$ cat src/pkg/pdcr_pkg.sv
package pdcr_pkg;
  localparam int IDX_W = 6;
  localparam int BYTE_W = 8;
  // Register indices; the byte address is four times the index
  localparam logic [IDX_W-1:0] IDX_OUTDIV_HI = 6'h16;
  localparam logic [IDX_W-1:0] IDX_OUTDIV_LO = 6'h17;
  localparam logic [IDX_W-1:0] IDX_REFPRE = 6'h18;
  localparam logic [IDX_W-1:0] IDX_FBINT_HI = 6'h19;
  localparam logic [IDX_W-1:0] IDX_FBINT_LO = 6'h1a;
  localparam logic [IDX_W-1:0] IDX_NUM_TOP = 6'h1b;
  localparam logic [IDX_W-1:0] IDX_NUM_MID = 6'h1c;
  localparam logic [IDX_W-1:0] IDX_NUM_BOT = 6'h1d;
  localparam logic [IDX_W-1:0] IDX_DEN_TOP = 6'h1e;
  localparam logic [IDX_W-1:0] IDX_DEN_MID = 6'h1f;
  localparam logic [IDX_W-1:0] IDX_DEN_BOT = 6'h20;
  localparam logic [IDX_W-1:0] IDX_MODCTL = 6'h21;
  localparam logic [IDX_W-1:0] IDX_TRIMCTL = 6'h30;
  localparam logic [IDX_W-1:0] IDX_STATUS = 6'h31;
  // Field widths
  localparam int OUTDIV_W = 9;
  localparam int FBINT_W = 12;
  localparam int FRAC_W = 22;
  localparam int TOP6_W = 6;
  localparam int NIB_W = 4;
  localparam int SEL_W = 2;
  // Field positions
  localparam int DITHER_LSB = 2;
  localparam int ORDER_LSB = 0;
  localparam int TRIM_BIT = 0;
  localparam int ST_OUTDIV_RSVD = 0;
  localparam int ST_DITHER_RSVD = 1;
  localparam int ST_ORDER_RSVD = 2;
  localparam int ST_DEN_ZERO = 3;
  localparam int ST_NUM_GE_DEN = 4;
  localparam int ST_FRAC_ACTIVE = 5;
  // Values after reset
  localparam logic [0:0] RST_OUTDIV_HI = 1'h0;
  localparam logic [7:0] RST_OUTDIV_LO = 8'h46;
  localparam logic [0:0] RST_REFPRE = 1'h0;
  localparam logic [3:0] RST_FBINT_HI = 4'h0;
  localparam logic [7:0] RST_FBINT_LO = 8'h31;
  localparam logic [5:0] RST_NUM_TOP = 6'h00;
  localparam logic [7:0] RST_NUM_MID = 8'h01;
  localparam logic [7:0] RST_NUM_BOT = 8'h1f;
  localparam logic [5:0] RST_DEN_TOP = 6'h00;
  localparam logic [7:0] RST_DEN_MID = 8'h02;
  localparam logic [7:0] RST_DEN_BOT = 8'h71;
  localparam logic [1:0] RST_DITHER = 2'h3;
  localparam logic [1:0] RST_ORDER = 2'h0;
  localparam logic [0:0] RST_TRIM = 1'h0;
  // Encodings and limits
  localparam logic [1:0] DITHER_WEAK = 2'h0;
  localparam logic [1:0] DITHER_OFF = 2'h3;
  localparam logic [1:0] ORDER_INTEGER = 2'h0;
  localparam logic [1:0] ORDER_THIRD = 2'h3;
  localparam logic [8:0] OUTDIV_MIN = 9'h005;
  localparam logic [1:0] RESP_OKAY = 2'h0;
  localparam logic [1:0] RESP_SLVERR = 2'h2;
endpackage : pdcr_pkg

$ cat src/pkg/pdcr_rbus_if.sv
`timescale 1ns/1ps
interface pdcr_rbus_if;
  import pdcr_pkg::*;
  logic wrEn;
  logic [IDX_W-1:0] wrIdx;
  logic [BYTE_W-1:0] wrData;
  logic wrHit;
  logic [IDX_W-1:0] rdIdx;
  logic [BYTE_W-1:0] rdData;
  logic rdHit;
  modport slave (output wrEn, wrIdx, wrData, rdIdx,
    input wrHit, rdData, rdHit);
  modport regs (input wrEn, wrIdx, wrData, rdIdx,
    output wrHit, rdData, rdHit);
endinterface : pdcr_rbus_if

$ cat src/hw/pdcr_top.sv
// What this block does
// - Output divide ratio is one 9-bit value: bit 8 alone, then low byte.
// - Output divide ratio resets to low byte 0x46, top bit 0.
// - Reference pre-divide bit: 1 divides by four, 0 bypasses; resets 0.
// - Feedback integer is 12 bits: nibble 11:8, then byte 7:0.
// - Feedback integer resets to upper nibble 0x0, low byte 0x31.
// - Numerator is 22 bits over three bytes, top byte holds bits 21:16.
// - Numerator bytes reset to 0x00, 0x01, 0x1f, top first.
// - Denominator is 22 bits laid out like the numerator.
// - Denominator bytes reset to 0x00, 0x02, 0x71, top first.
// - Dither select bits 3:2: 0 weak, 3 off, 1-2 reserved; resets 3.
// - Order select bits 1:0: 0 integer, 3 third order; resets 0.
//
// Chosen here: register access over AXI4-Lite.
`timescale 1ns/1ps
module pdcr_top #(
  parameter int ADDR_W = 8
) (
  input wire logic core_clk,
  input wire logic rst,
  input wire logic [ADDR_W-1:0] s_axi_awaddr,
  input wire logic s_axi_awvalid,
  output logic s_axi_awready,
  input wire logic [31:0] s_axi_wdata,
  input wire logic [3:0] s_axi_wstrb,
  input wire logic s_axi_wvalid,
  output logic s_axi_wready,
  output logic [1:0] s_axi_bresp,
  output logic s_axi_bvalid,
  input wire logic s_axi_bready,
  input wire logic [ADDR_W-1:0] s_axi_araddr,
  input wire logic s_axi_arvalid,
  output logic s_axi_arready,
  output logic [31:0] s_axi_rdata,
  output logic [1:0] s_axi_rresp,
  output logic s_axi_rvalid,
  input wire logic s_axi_rready,
  output logic [pdcr_pkg::OUTDIV_W-1:0] outputDivideRatio,
  output logic referencePredivideSelect,
  output logic [pdcr_pkg::FBINT_W-1:0] feedbackIntegerPart,
  output logic [pdcr_pkg::FRAC_W-1:0] fractionNumerator,
  output logic [pdcr_pkg::FRAC_W-1:0] fractionDenominator,
  output logic [pdcr_pkg::SEL_W-1:0] modulatorDitherSelect,
  output logic [pdcr_pkg::SEL_W-1:0] modulatorOrderSelect,
  output logic fractionActive,
  output logic configFault
);
  import pdcr_pkg::*;

  pdcr_rbus_if rb ();

  pdcr_axil_slave #(
    .ADDR_W(ADDR_W)
  ) uSlave (
    .core_clk(core_clk),
    .rst(rst),
    .awaddr(s_axi_awaddr),
    .awvalid(s_axi_awvalid),
    .awready(s_axi_awready),
    .wdata(s_axi_wdata),
    .wstrb(s_axi_wstrb),
    .wvalid(s_axi_wvalid),
    .wready(s_axi_wready),
    .bresp(s_axi_bresp),
    .bvalid(s_axi_bvalid),
    .bready(s_axi_bready),
    .araddr(s_axi_araddr),
    .arvalid(s_axi_arvalid),
    .arready(s_axi_arready),
    .rdata(s_axi_rdata),
    .rresp(s_axi_rresp),
    .rvalid(s_axi_rvalid),
    .rready(s_axi_rready),
    .rb(rb)
  );

  logic [0:0] outDivHi;
  logic [7:0] outDivLo;
  logic [0:0] refPre;
  logic [3:0] fbIntHi;
  logic [7:0] fbIntLo;
  logic [5:0] numTop;
  logic [7:0] numMid;
  logic [7:0] numBot;
  logic [5:0] denTop;
  logic [7:0] denMid;
  logic [7:0] denBot;
  logic [1:0] ditherSel;
  logic [1:0] orderSel;
  logic [0:0] trimMode;
  logic [FRAC_W-1:0] numLive;
  logic [FRAC_W-1:0] denLive;
  logic [FRAC_W-1:0] numApplied_r;
  logic [FRAC_W-1:0] numApplied_nxt;
  logic [FRAC_W-1:0] numEff;
  logic [OUTDIV_W-1:0] outDivLive;
  logic [BYTE_W-1:0] status;
  logic fracOn;

  // Write strobe per register
  function automatic logic hitW(input logic [IDX_W-1:0] idx);
    hitW = rb.wrEn && (rb.wrIdx == idx);
  endfunction : hitW

  pdcr_field_reg #(
    .WIDTH(1),
    .RESET(RST_OUTDIV_HI)
  ) uOutDivHi (
    .core_clk(core_clk),
    .rst(rst),
    .wrEn(hitW(IDX_OUTDIV_HI)),
    .wrData(rb.wrData[0:0]),
    .q(outDivHi)
  );

  pdcr_field_reg #(
    .WIDTH(8),
    .RESET(RST_OUTDIV_LO)
  ) uOutDivLo (
    .core_clk(core_clk),
    .rst(rst),
    .wrEn(hitW(IDX_OUTDIV_LO)),
    .wrData(rb.wrData),
    .q(outDivLo)
  );

  pdcr_field_reg #(
    .WIDTH(1),
    .RESET(RST_REFPRE)
  ) uRefPre (
    .core_clk(core_clk),
    .rst(rst),
    .wrEn(hitW(IDX_REFPRE)),
    .wrData(rb.wrData[0:0]),
    .q(refPre)
  );

  pdcr_field_reg #(
    .WIDTH(4),
    .RESET(RST_FBINT_HI)
  ) uFbIntHi (
    .core_clk(core_clk),
    .rst(rst),
    .wrEn(hitW(IDX_FBINT_HI)),
    .wrData(rb.wrData[NIB_W-1:0]),
    .q(fbIntHi)
  );

  pdcr_field_reg #(
    .WIDTH(8),
    .RESET(RST_FBINT_LO)
  ) uFbIntLo (
    .core_clk(core_clk),
    .rst(rst),
    .wrEn(hitW(IDX_FBINT_LO)),
    .wrData(rb.wrData),
    .q(fbIntLo)
  );

  pdcr_field_reg #(
    .WIDTH(6),
    .RESET(RST_NUM_TOP)
  ) uNumTop (
    .core_clk(core_clk),
    .rst(rst),
    .wrEn(hitW(IDX_NUM_TOP)),
    .wrData(rb.wrData[TOP6_W-1:0]),
    .q(numTop)
  );

  pdcr_field_reg #(
    .WIDTH(8),
    .RESET(RST_NUM_MID)
  ) uNumMid (
    .core_clk(core_clk),
    .rst(rst),
    .wrEn(hitW(IDX_NUM_MID)),
    .wrData(rb.wrData),
    .q(numMid)
  );

  pdcr_field_reg #(
    .WIDTH(8),
    .RESET(RST_NUM_BOT)
  ) uNumBot (
    .core_clk(core_clk),
    .rst(rst),
    .wrEn(hitW(IDX_NUM_BOT)),
    .wrData(rb.wrData),
    .q(numBot)
  );

  pdcr_field_reg #(
    .WIDTH(6),
    .RESET(RST_DEN_TOP)
  ) uDenTop (
    .core_clk(core_clk),
    .rst(rst),
    .wrEn(hitW(IDX_DEN_TOP)),
    .wrData(rb.wrData[TOP6_W-1:0]),
    .q(denTop)
  );

  pdcr_field_reg #(
    .WIDTH(8),
    .RESET(RST_DEN_MID)
  ) uDenMid (
    .core_clk(core_clk),
    .rst(rst),
    .wrEn(hitW(IDX_DEN_MID)),
    .wrData(rb.wrData),
    .q(denMid)
  );

  pdcr_field_reg #(
    .WIDTH(8),
    .RESET(RST_DEN_BOT)
  ) uDenBot (
    .core_clk(core_clk),
    .rst(rst),
    .wrEn(hitW(IDX_DEN_BOT)),
    .wrData(rb.wrData),
    .q(denBot)
  );

  // Reserved codes are stored as written; status flags them
  pdcr_field_reg #(
    .WIDTH(2),
    .RESET(RST_DITHER)
  ) uDither (
    .core_clk(core_clk),
    .rst(rst),
    .wrEn(hitW(IDX_MODCTL)),
    .wrData(rb.wrData[DITHER_LSB+:SEL_W]),
    .q(ditherSel)
  );

  pdcr_field_reg #(
    .WIDTH(2),
    .RESET(RST_ORDER)
  ) uOrder (
    .core_clk(core_clk),
    .rst(rst),
    .wrEn(hitW(IDX_MODCTL)),
    .wrData(rb.wrData[ORDER_LSB+:SEL_W]),
    .q(orderSel)
  );

  pdcr_field_reg #(
    .WIDTH(1),
    .RESET(RST_TRIM)
  ) uTrim (
    .core_clk(core_clk),
    .rst(rst),
    .wrEn(hitW(IDX_TRIMCTL)),
    .wrData(rb.wrData[TRIM_BIT:TRIM_BIT]),
    .q(trimMode)
  );

  assign outDivLive = {outDivHi, outDivLo};
  assign numLive = {numTop, numMid, numBot};
  assign denLive = {denTop, denMid, denBot};
  assign fracOn = (orderSel != ORDER_INTEGER);

  // In trim mode the datapath sees a new numerator only when the bottom
  // byte lands, so a top-first sequence moves the frequency in one step
  always_comb begin
    numApplied_nxt = numApplied_r;
    if (!trimMode[0]) begin
      numApplied_nxt = numLive;
    end else if (hitW(IDX_NUM_BOT)) begin
      numApplied_nxt = {numTop, numMid, rb.wrData};
    end
  end

  always_ff @(posedge core_clk) begin
    if (rst) begin
      numApplied_r <= {RST_NUM_TOP, RST_NUM_MID, RST_NUM_BOT};
    end else begin
      numApplied_r <= numApplied_nxt;
    end
  end

  // Live bytes outside trim mode keep the numerator on the same lag as the rest
  assign numEff = trimMode[0] ? numApplied_r : numLive;

  // Consistency flags; nothing is blocked, software decides
  always_comb begin
    status = '0;
    status[ST_OUTDIV_RSVD] = (outDivLive < OUTDIV_MIN);
    status[ST_DITHER_RSVD] = (ditherSel != DITHER_WEAK) &&
      (ditherSel != DITHER_OFF);
    status[ST_ORDER_RSVD] = (orderSel != ORDER_INTEGER) &&
      (orderSel != ORDER_THIRD);
    status[ST_DEN_ZERO] = (denLive == '0);
    status[ST_NUM_GE_DEN] = fracOn && (numEff >= denLive);
    status[ST_FRAC_ACTIVE] = fracOn;
  end

  // Read mux; reserved bits read as zero
  always_comb begin
    rb.rdData = '0;
    rb.rdHit = 1'b1;
    unique case (rb.rdIdx)
      IDX_OUTDIV_HI: rb.rdData = {7'h00, outDivHi};
      IDX_OUTDIV_LO: rb.rdData = outDivLo;
      IDX_REFPRE: rb.rdData = {7'h00, refPre};
      IDX_FBINT_HI: rb.rdData = {4'h0, fbIntHi};
      IDX_FBINT_LO: rb.rdData = fbIntLo;
      IDX_NUM_TOP: rb.rdData = {2'h0, numTop};
      IDX_NUM_MID: rb.rdData = numMid;
      IDX_NUM_BOT: rb.rdData = numBot;
      IDX_DEN_TOP: rb.rdData = {2'h0, denTop};
      IDX_DEN_MID: rb.rdData = denMid;
      IDX_DEN_BOT: rb.rdData = denBot;
      IDX_MODCTL: rb.rdData = {4'h0, ditherSel, orderSel};
      IDX_TRIMCTL: rb.rdData = {7'h00, trimMode};
      IDX_STATUS: rb.rdData = status;
      default: rb.rdHit = 1'b0;
    endcase
  end

  // Status is read-only; writing it is refused like an unmapped index
  always_comb begin
    unique case (rb.wrIdx)
      IDX_OUTDIV_HI, IDX_OUTDIV_LO, IDX_REFPRE, IDX_FBINT_HI,
      IDX_FBINT_LO, IDX_NUM_TOP, IDX_NUM_MID, IDX_NUM_BOT,
      IDX_DEN_TOP, IDX_DEN_MID, IDX_DEN_BOT, IDX_MODCTL,
      IDX_TRIMCTL: rb.wrHit = 1'b1;
      default: rb.wrHit = 1'b0;
    endcase
  end

  // Datapath outputs, one register stage after the fields
  always_ff @(posedge core_clk) begin
    if (rst) begin
      outputDivideRatio <= {RST_OUTDIV_HI, RST_OUTDIV_LO};
      referencePredivideSelect <= RST_REFPRE[0];
      feedbackIntegerPart <= {RST_FBINT_HI, RST_FBINT_LO};
      fractionNumerator <= '0;
      fractionDenominator <= {RST_DEN_TOP, RST_DEN_MID, RST_DEN_BOT};
      modulatorDitherSelect <= RST_DITHER;
      modulatorOrderSelect <= RST_ORDER;
      fractionActive <= 1'b0;
      configFault <= 1'b0;
    end else begin
      outputDivideRatio <= outDivLive;
      referencePredivideSelect <= refPre[0];
      feedbackIntegerPart <= {fbIntHi, fbIntLo};
      // Integer mode drives a zero numerator to the modulator
      fractionNumerator <= fracOn ? numEff : '0;
      fractionDenominator <= denLive;
      modulatorDitherSelect <= ditherSel;
      modulatorOrderSelect <= orderSel;
      fractionActive <= fracOn;
      configFault <= |status[ST_NUM_GE_DEN:ST_OUTDIV_RSVD];
    end
  end
endmodule : pdcr_top

$ cat src/hw/pdcr_field_reg.sv
`timescale 1ns/1ps
module pdcr_field_reg #(
  parameter int WIDTH = 8,
  parameter logic [WIDTH-1:0] RESET = '0
) (
  input wire logic core_clk,
  input wire logic rst,
  input wire logic wrEn,
  input wire logic [WIDTH-1:0] wrData,
  output logic [WIDTH-1:0] q
);
  if (WIDTH < 1 || WIDTH > 8) begin : gBadWidth
    $error("pdcr_field_reg: WIDTH must be 1 to 8");
  end
  always_ff @(posedge core_clk) begin
    if (rst) begin
      q <= RESET;
    end else if (wrEn) begin
      q <= wrData;
    end
  end
endmodule : pdcr_field_reg

$ cat src/hw/pdcr_axil_slave.sv
`timescale 1ns/1ps
module pdcr_axil_slave #(
  parameter int ADDR_W = 8
) (
  input wire logic core_clk,
  input wire logic rst,
  input wire logic [ADDR_W-1:0] awaddr,
  input wire logic awvalid,
  output logic awready,
  input wire logic [31:0] wdata,
  input wire logic [3:0] wstrb,
  input wire logic wvalid,
  output logic wready,
  output logic [1:0] bresp,
  output logic bvalid,
  input wire logic bready,
  input wire logic [ADDR_W-1:0] araddr,
  input wire logic arvalid,
  output logic arready,
  output logic [31:0] rdata,
  output logic [1:0] rresp,
  output logic rvalid,
  input wire logic rready,
  pdcr_rbus_if.slave rb
);
  import pdcr_pkg::*;
  if (ADDR_W < IDX_W + 2) begin : gBadAddr
    $error("pdcr_axil_slave: ADDR_W too small for the map");
  end
  logic [IDX_W-1:0] awIdx_r;
  logic [BYTE_W-1:0] wByte_r;
  logic wLane0_r;
  logic [IDX_W-1:0] arIdx_r;
  logic rPend_r;
  logic fire;
  // Address and data are held until both are in, in either order
  assign fire = ~awready & ~wready & ~bvalid;
  // A write without lane 0 is answered but changes nothing
  assign rb.wrEn = fire & wLane0_r;
  assign rb.wrIdx = awIdx_r;
  assign rb.wrData = wByte_r;
  assign rb.rdIdx = arIdx_r;
  always_ff @(posedge core_clk) begin
    if (rst) begin
      awready <= 1'b1;
      awIdx_r <= '0;
    end else if (awvalid && awready) begin
      awready <= 1'b0;
      awIdx_r <= awaddr[IDX_W+1:2];
    end else if (bvalid && bready) begin
      awready <= 1'b1;
    end
  end
  always_ff @(posedge core_clk) begin
    if (rst) begin
      wready <= 1'b1;
      wByte_r <= '0;
      wLane0_r <= 1'b0;
    end else if (wvalid && wready) begin
      wready <= 1'b0;
      wByte_r <= wdata[BYTE_W-1:0];
      wLane0_r <= wstrb[0];
    end else if (bvalid && bready) begin
      wready <= 1'b1;
    end
  end
  always_ff @(posedge core_clk) begin
    if (rst) begin
      bvalid <= 1'b0;
      bresp <= RESP_OKAY;
    end else if (fire) begin
      bvalid <= 1'b1;
      bresp <= rb.wrHit ? RESP_OKAY : RESP_SLVERR;
    end else if (bvalid && bready) begin
      bvalid <= 1'b0;
    end
  end
  always_ff @(posedge core_clk) begin
    if (rst) begin
      arready <= 1'b1;
      arIdx_r <= '0;
      rPend_r <= 1'b0;
      rvalid <= 1'b0;
      rdata <= '0;
      rresp <= RESP_OKAY;
    end else if (arvalid && arready) begin
      arready <= 1'b0;
      arIdx_r <= araddr[IDX_W+1:2];
      rPend_r <= 1'b1;
    end else if (rPend_r) begin
      rPend_r <= 1'b0;
      rvalid <= 1'b1;
      rdata <= {24'h000000, rb.rdData};
      rresp <= rb.rdHit ? RESP_OKAY : RESP_SLVERR;
    end else if (rvalid && rready) begin
      rvalid <= 1'b0;
      arready <= 1'b1;
    end
  end
endmodule : pdcr_axil_slave

$ cat config.mk
export PLATFORM = sky130hd
export DESIGN_NAME = pdcr_top
export DESIGN_NICKNAME = d
export VERILOG_FILES = /design/src/pkg/pdcr_pkg.sv /design/src/pkg/pdcr_rbus_if.sv /design/src/hw/pdcr_top.sv /design/src/hw/pdcr_field_reg.sv /design/src/hw/pdcr_axil_slave.sv
export SDC_FILE = /design/constraint.sdc
export NUM_CORES = 1
export LEC_CHECK = 0
export BUFFER_PORTS_ARGS = -buffer_cell sky130_fd_sc_hd__buf_4
export CORE_ASPECT_RATIO = 1.5
export CORE_UTILIZATION = 41
export DETAILED_ROUTE_END_ITERATION = 7
export GPL_ROUTABILITY_DRIVEN = 0
export HOLD_SLACK_MARGIN = 0.06
export PLACE_DENSITY_LB_ADDON = 0.25
export SLEW_MARGIN = 20
export SYNTH_ARGS = -nofsm -noshare
export SYNTH_HDL_FRONTEND = slang
export SYNTH_SLANG_ARGS = --single-unit
$ cat constraint.sdc
create_clock -name core_clk -period 2.4 [get_ports core_clk]
set_clock_uncertainty 0.2 [all_clocks]
set_input_delay 0.48 -clock core_clk [delete_from_list [all_inputs] [get_ports core_clk]]
set_output_delay 0.48 -clock core_clk [all_outputs]
set_load 0.005 [all_outputs]
==> results_dict.tcl <==
set metrics [dict create \
    status "finished clean" \
    vias 6970 \
    io_buffers 114 \
    power.density_nw_per_um2 643 \
    p_leak_uw 0.00439 \
    tightest_slew_ns 0.770 \
    seq_power_share 0.499 \
    start_util 0.422 \
    antenna_found_initial 0 \
    slew_headroom 0.486 \
    vias_per_cell 5.16 \
    ys_types 57 \
    synth_top_cell_area_share 0.483 \
    power_switching_share 0.218 \
    final_antenna_net_count 0 \
    power_frac_comb 0.037 \
    fp-row-count 63 \
    avgRoutedWirePerCell_um 17.5 \
    r2r_start "uTrim.q$_SDFFE_PP0P_" \
    multiInputGateArea_um2 4080 \
    pre_cts_ws_ns -0.157 \
    track_usage 0.222 \
    drtIter0Drc 549 \
    syn2layout_area_growth_pct 29.0 \
    dp.cells 1299 \
    min-delay-start "s_axi_wstrb[0]" \
    antenna_cells 0 \
    fin_crit_sh 0.983 \
    syn_area_um2 8410 \
    crit_path_end_kind "flop" \
    die-area_um2 21100 \
    slew_violations 0 \
    insertion_delay_ns 0.50 \
    cap_violations 0 \
    cts-root-buf "clkbuf_16" \
    clkPwrFrac 0.464 \
    grt_setup_unrepaired "yes" \
    cts_tree "yes" \
    syn_area_per_cell_um2 9.28 \
    cp.arrival_ns 2.54 \
    hp-class "input pin to flop" \
    mostFrequentLayoutCells "dfxtp_1 (202), buf_4 (187), nand2_1 (112)" \
    drive_gt1_frac 0.273 \
    cts_buffers 20 \
    irDropWorstVdd_mv 0.452 \
    path_clk_slew_ns 0.07 \
    final_cells 1350 \
    grt_first_pass_wirelength_mm 36.2 \
    routed_wl_mm 23.6 \
    syn_inst 906 \
    critical_path_class "flop to flop" \
    grt_pass1_vias 6582 \
    worst_setup_path_start_kind "flop" \
    synth-main-ff-cell "dfxtp_1" \
    worstHoldPathCells 3 \
    finalSetupViolCount 0 \
    cts_max_level 1 \
    min_to "uSlave.wLane0_r$_SDFFE_PP0P_" \
    dp_hpwl_mm 17.0 \
    ys_seq_area_frac 0.483 \
    fin_ws_ns 0.0402 \
    yosys_register_bits 203 \
    yosysTopAreaCell "dfxtp_1" \
    seq_area_um2 4070 \
    gr-total-overflow 0 \
    grt_max_degree 63 \
    intPower_uw 5460 \
    final_common_cell "dfxtp_1" \
    die_x_um 119 \
    drc 0 \
    worstSetupStartpoint "uTrim.q$_SDFFE_PP0P_" \
    r2r_setup_slack_ns 0.04 \
    die_h_um 177 \
    hold_viol 0 \
    fillers 1861 \
    core_region_area_um2 19900 \
    min_period_ns 2.36 \
    drt-pass1-iter-count 6 \
    ioPinCount 172 \
    async_reset_ff_frac 0 \
    cp.required_ns 2.58 \
    yosysWarnings 0 \
    clkSinkCount 203 \
    r2r_end "configFault$_SDFF_PP0_" \
    cts_buffer_depth 3 \
    max_freq_mhz 424 \
    final_nets 1158 \
    worstPathMaxFanout 8 \
    synth_area_leaders "dfxtp_1 (48%), mux2i_1 (6.2%), nand2_1 (5.0%), nor2_1 (4.7%), ha_1 (3.4%)" \
    synth_edf_count 0 \
    r2r_cells 9 \
    switching_power_uw 1520 \
]
-- worst max path at each step --
stage | depth (start not counted) | endpoint | slack, ns
2_1_floorplan | 9 | configFault$_SDFF_PP0_ | 0.005
3_3_place_gp | 9 | configFault$_SDFF_PP0_ | -0.13
3_5_place_dp | 9 | configFault$_SDFF_PP0_ | -0.16
4_1_cts | 9 | configFault$_SDFF_PP0_ | 0.002
5_1_grt | 9 | configFault$_SDFF_PP0_ | -0.05
6_report | 9 | configFault$_SDFF_PP0_ | 0.04
-- synth_stat cells, types with 6 or more instances --
cell / number
dfxtp_1: 203
mux2_2: 21
buf_4: 28
inv_1: 30
nor4_1: 9
buf_2: 6
a21oi_1: 54
and2_1: 24
nor2b_1: 25
ha_1: 23
a211o_1: 14
o21ai_0: 8
clkbuf_1: 35
a222oi_1: 9
nand4_1: 8
mux2i_1: 52
or2_2: 15
a31oi_1: 8
nand3_1: 11
a22oi_1: 15
nand2_1: 112
nor2_1: 106
nor3_1: 17
-- area by class of cell --
| type | count | area share |
|---|---|---|
| Clock buffer | 30 | 0.0553 |
| Clock inverter | 6 | 0.00761 |
| Inverter | 30 | 0.0104 |
| Multi-Input combinational cell | 620 | 0.376 |
| Sequential cell | 203 | 0.375 |
| Tap cell | 260 | 0.0300 |
| Timing Repair Buffer | 201 | 0.146 |
-- power by group through the flow --
| stage | Clock, uW | Sequential [uW] | Combinational (uW) |
|---|---|---|---|
| floorplan | 0 | 3500 | 225 |
| global placement | 0 | 3560 | 243 |
| detailed placement | 0 | 3560 | 246 |
| CTS | 3290 | 3480 | 258 |
| global route | 3460 | 3480 | 289 |
| finish | 3240 | 3480 | 259 |
-- per-layer routing --
metal / share of wire / up-vias / track usage
li1: - / 3392 / -
met1: 0.40 / 3251 / 0.259
met2: 0.50 / 262 / 0.402
met3: 0.051 / 65 / 0.0296
met4: 0.044 / 0 / 0.103
met5: 0 / - / 0
-- repair_timing --
action	in CTS	in global routing
gates cloned	1	0
resized for setup	26	13
setup buffers	3	2
pin swaps	8	4
setup endpoints to repair	2	2
hold buffers	9	0
hold endpoints to repair	9	0
-- worst max-delay path: stages (launching register included) --
cell and delay, ns:
dfxtp_4 0.41, buf_12 0.15, mux2_4 0.32, ha_1 0.30
nand4_1 0.12, nor3_2 0.06, buf_4 0.14, a221oi_2 0.21
and3_4 0.24, o22ai_2 0.08
-- sequential cells by signal, summed over array words and instances, names as in the netlist, 2 cells and up --
name / flops
uDenTop.q: 6
uSlave.rb.wrData: 8
uNumBot.q: 8
fractionDenominator: 22
uSlave.rb.rdIdx: 6
uNumMid.q: 8
outputDivideRatio: 9
modulatorDitherSelect: 2
numApplied_r: 22
uSlave.rb.wrIdx: 6
uOrder.q: 2
uDither.q: 2
uFbIntHi.q: 4
modulatorOrderSelect: 2
uSlave.rdata: 8
fractionNumerator: 22
uFbIntLo.q: 8
uOutDivLo.q: 8
uNumTop.q: 6
uDenBot.q: 8
feedbackIntegerPart: 12
uDenMid.q: 8
-- cell families after synthesis --
family                     Yosys count  share of synthesized area
muxes                               73                     0.0900
AOI/OAI and AO/OA                  137                      0.109
adders and majority gates           23                     0.0342
other                                1                   0.000446
buffers and inverters              108                     0.0708
DFF                                203                      0.483
xor gates and xnor gates             1                    0.00104
and+or+nand+nor                    360                      0.211
-- per-stage QoR --
| stage | utilization | hold WS, ns | area (um^2) | TNS, ns | total power, uW |
|---|---|---|---|---|---|
| after floorplan | - | 0.190 | 8510 | 0 | 3730 |
| after global placement | 0.490 | 0.193 | 9770 | -0.234 | 3800 |
| final | 0.544 | 0.0553 | 10800 | 0 | 6980 |
| after detailed placement | 0.490 | 0.198 | 9770 | -0.285 | 3800 |
| after CTS | 0.538 | 0.0613 | 10700 | 0 | 7030 |
| after global routing | 0.544 | 0.0674 | 10800 | -0.0899 | 7230 |
Note: power is estimated with default switching activity, not from simulation.
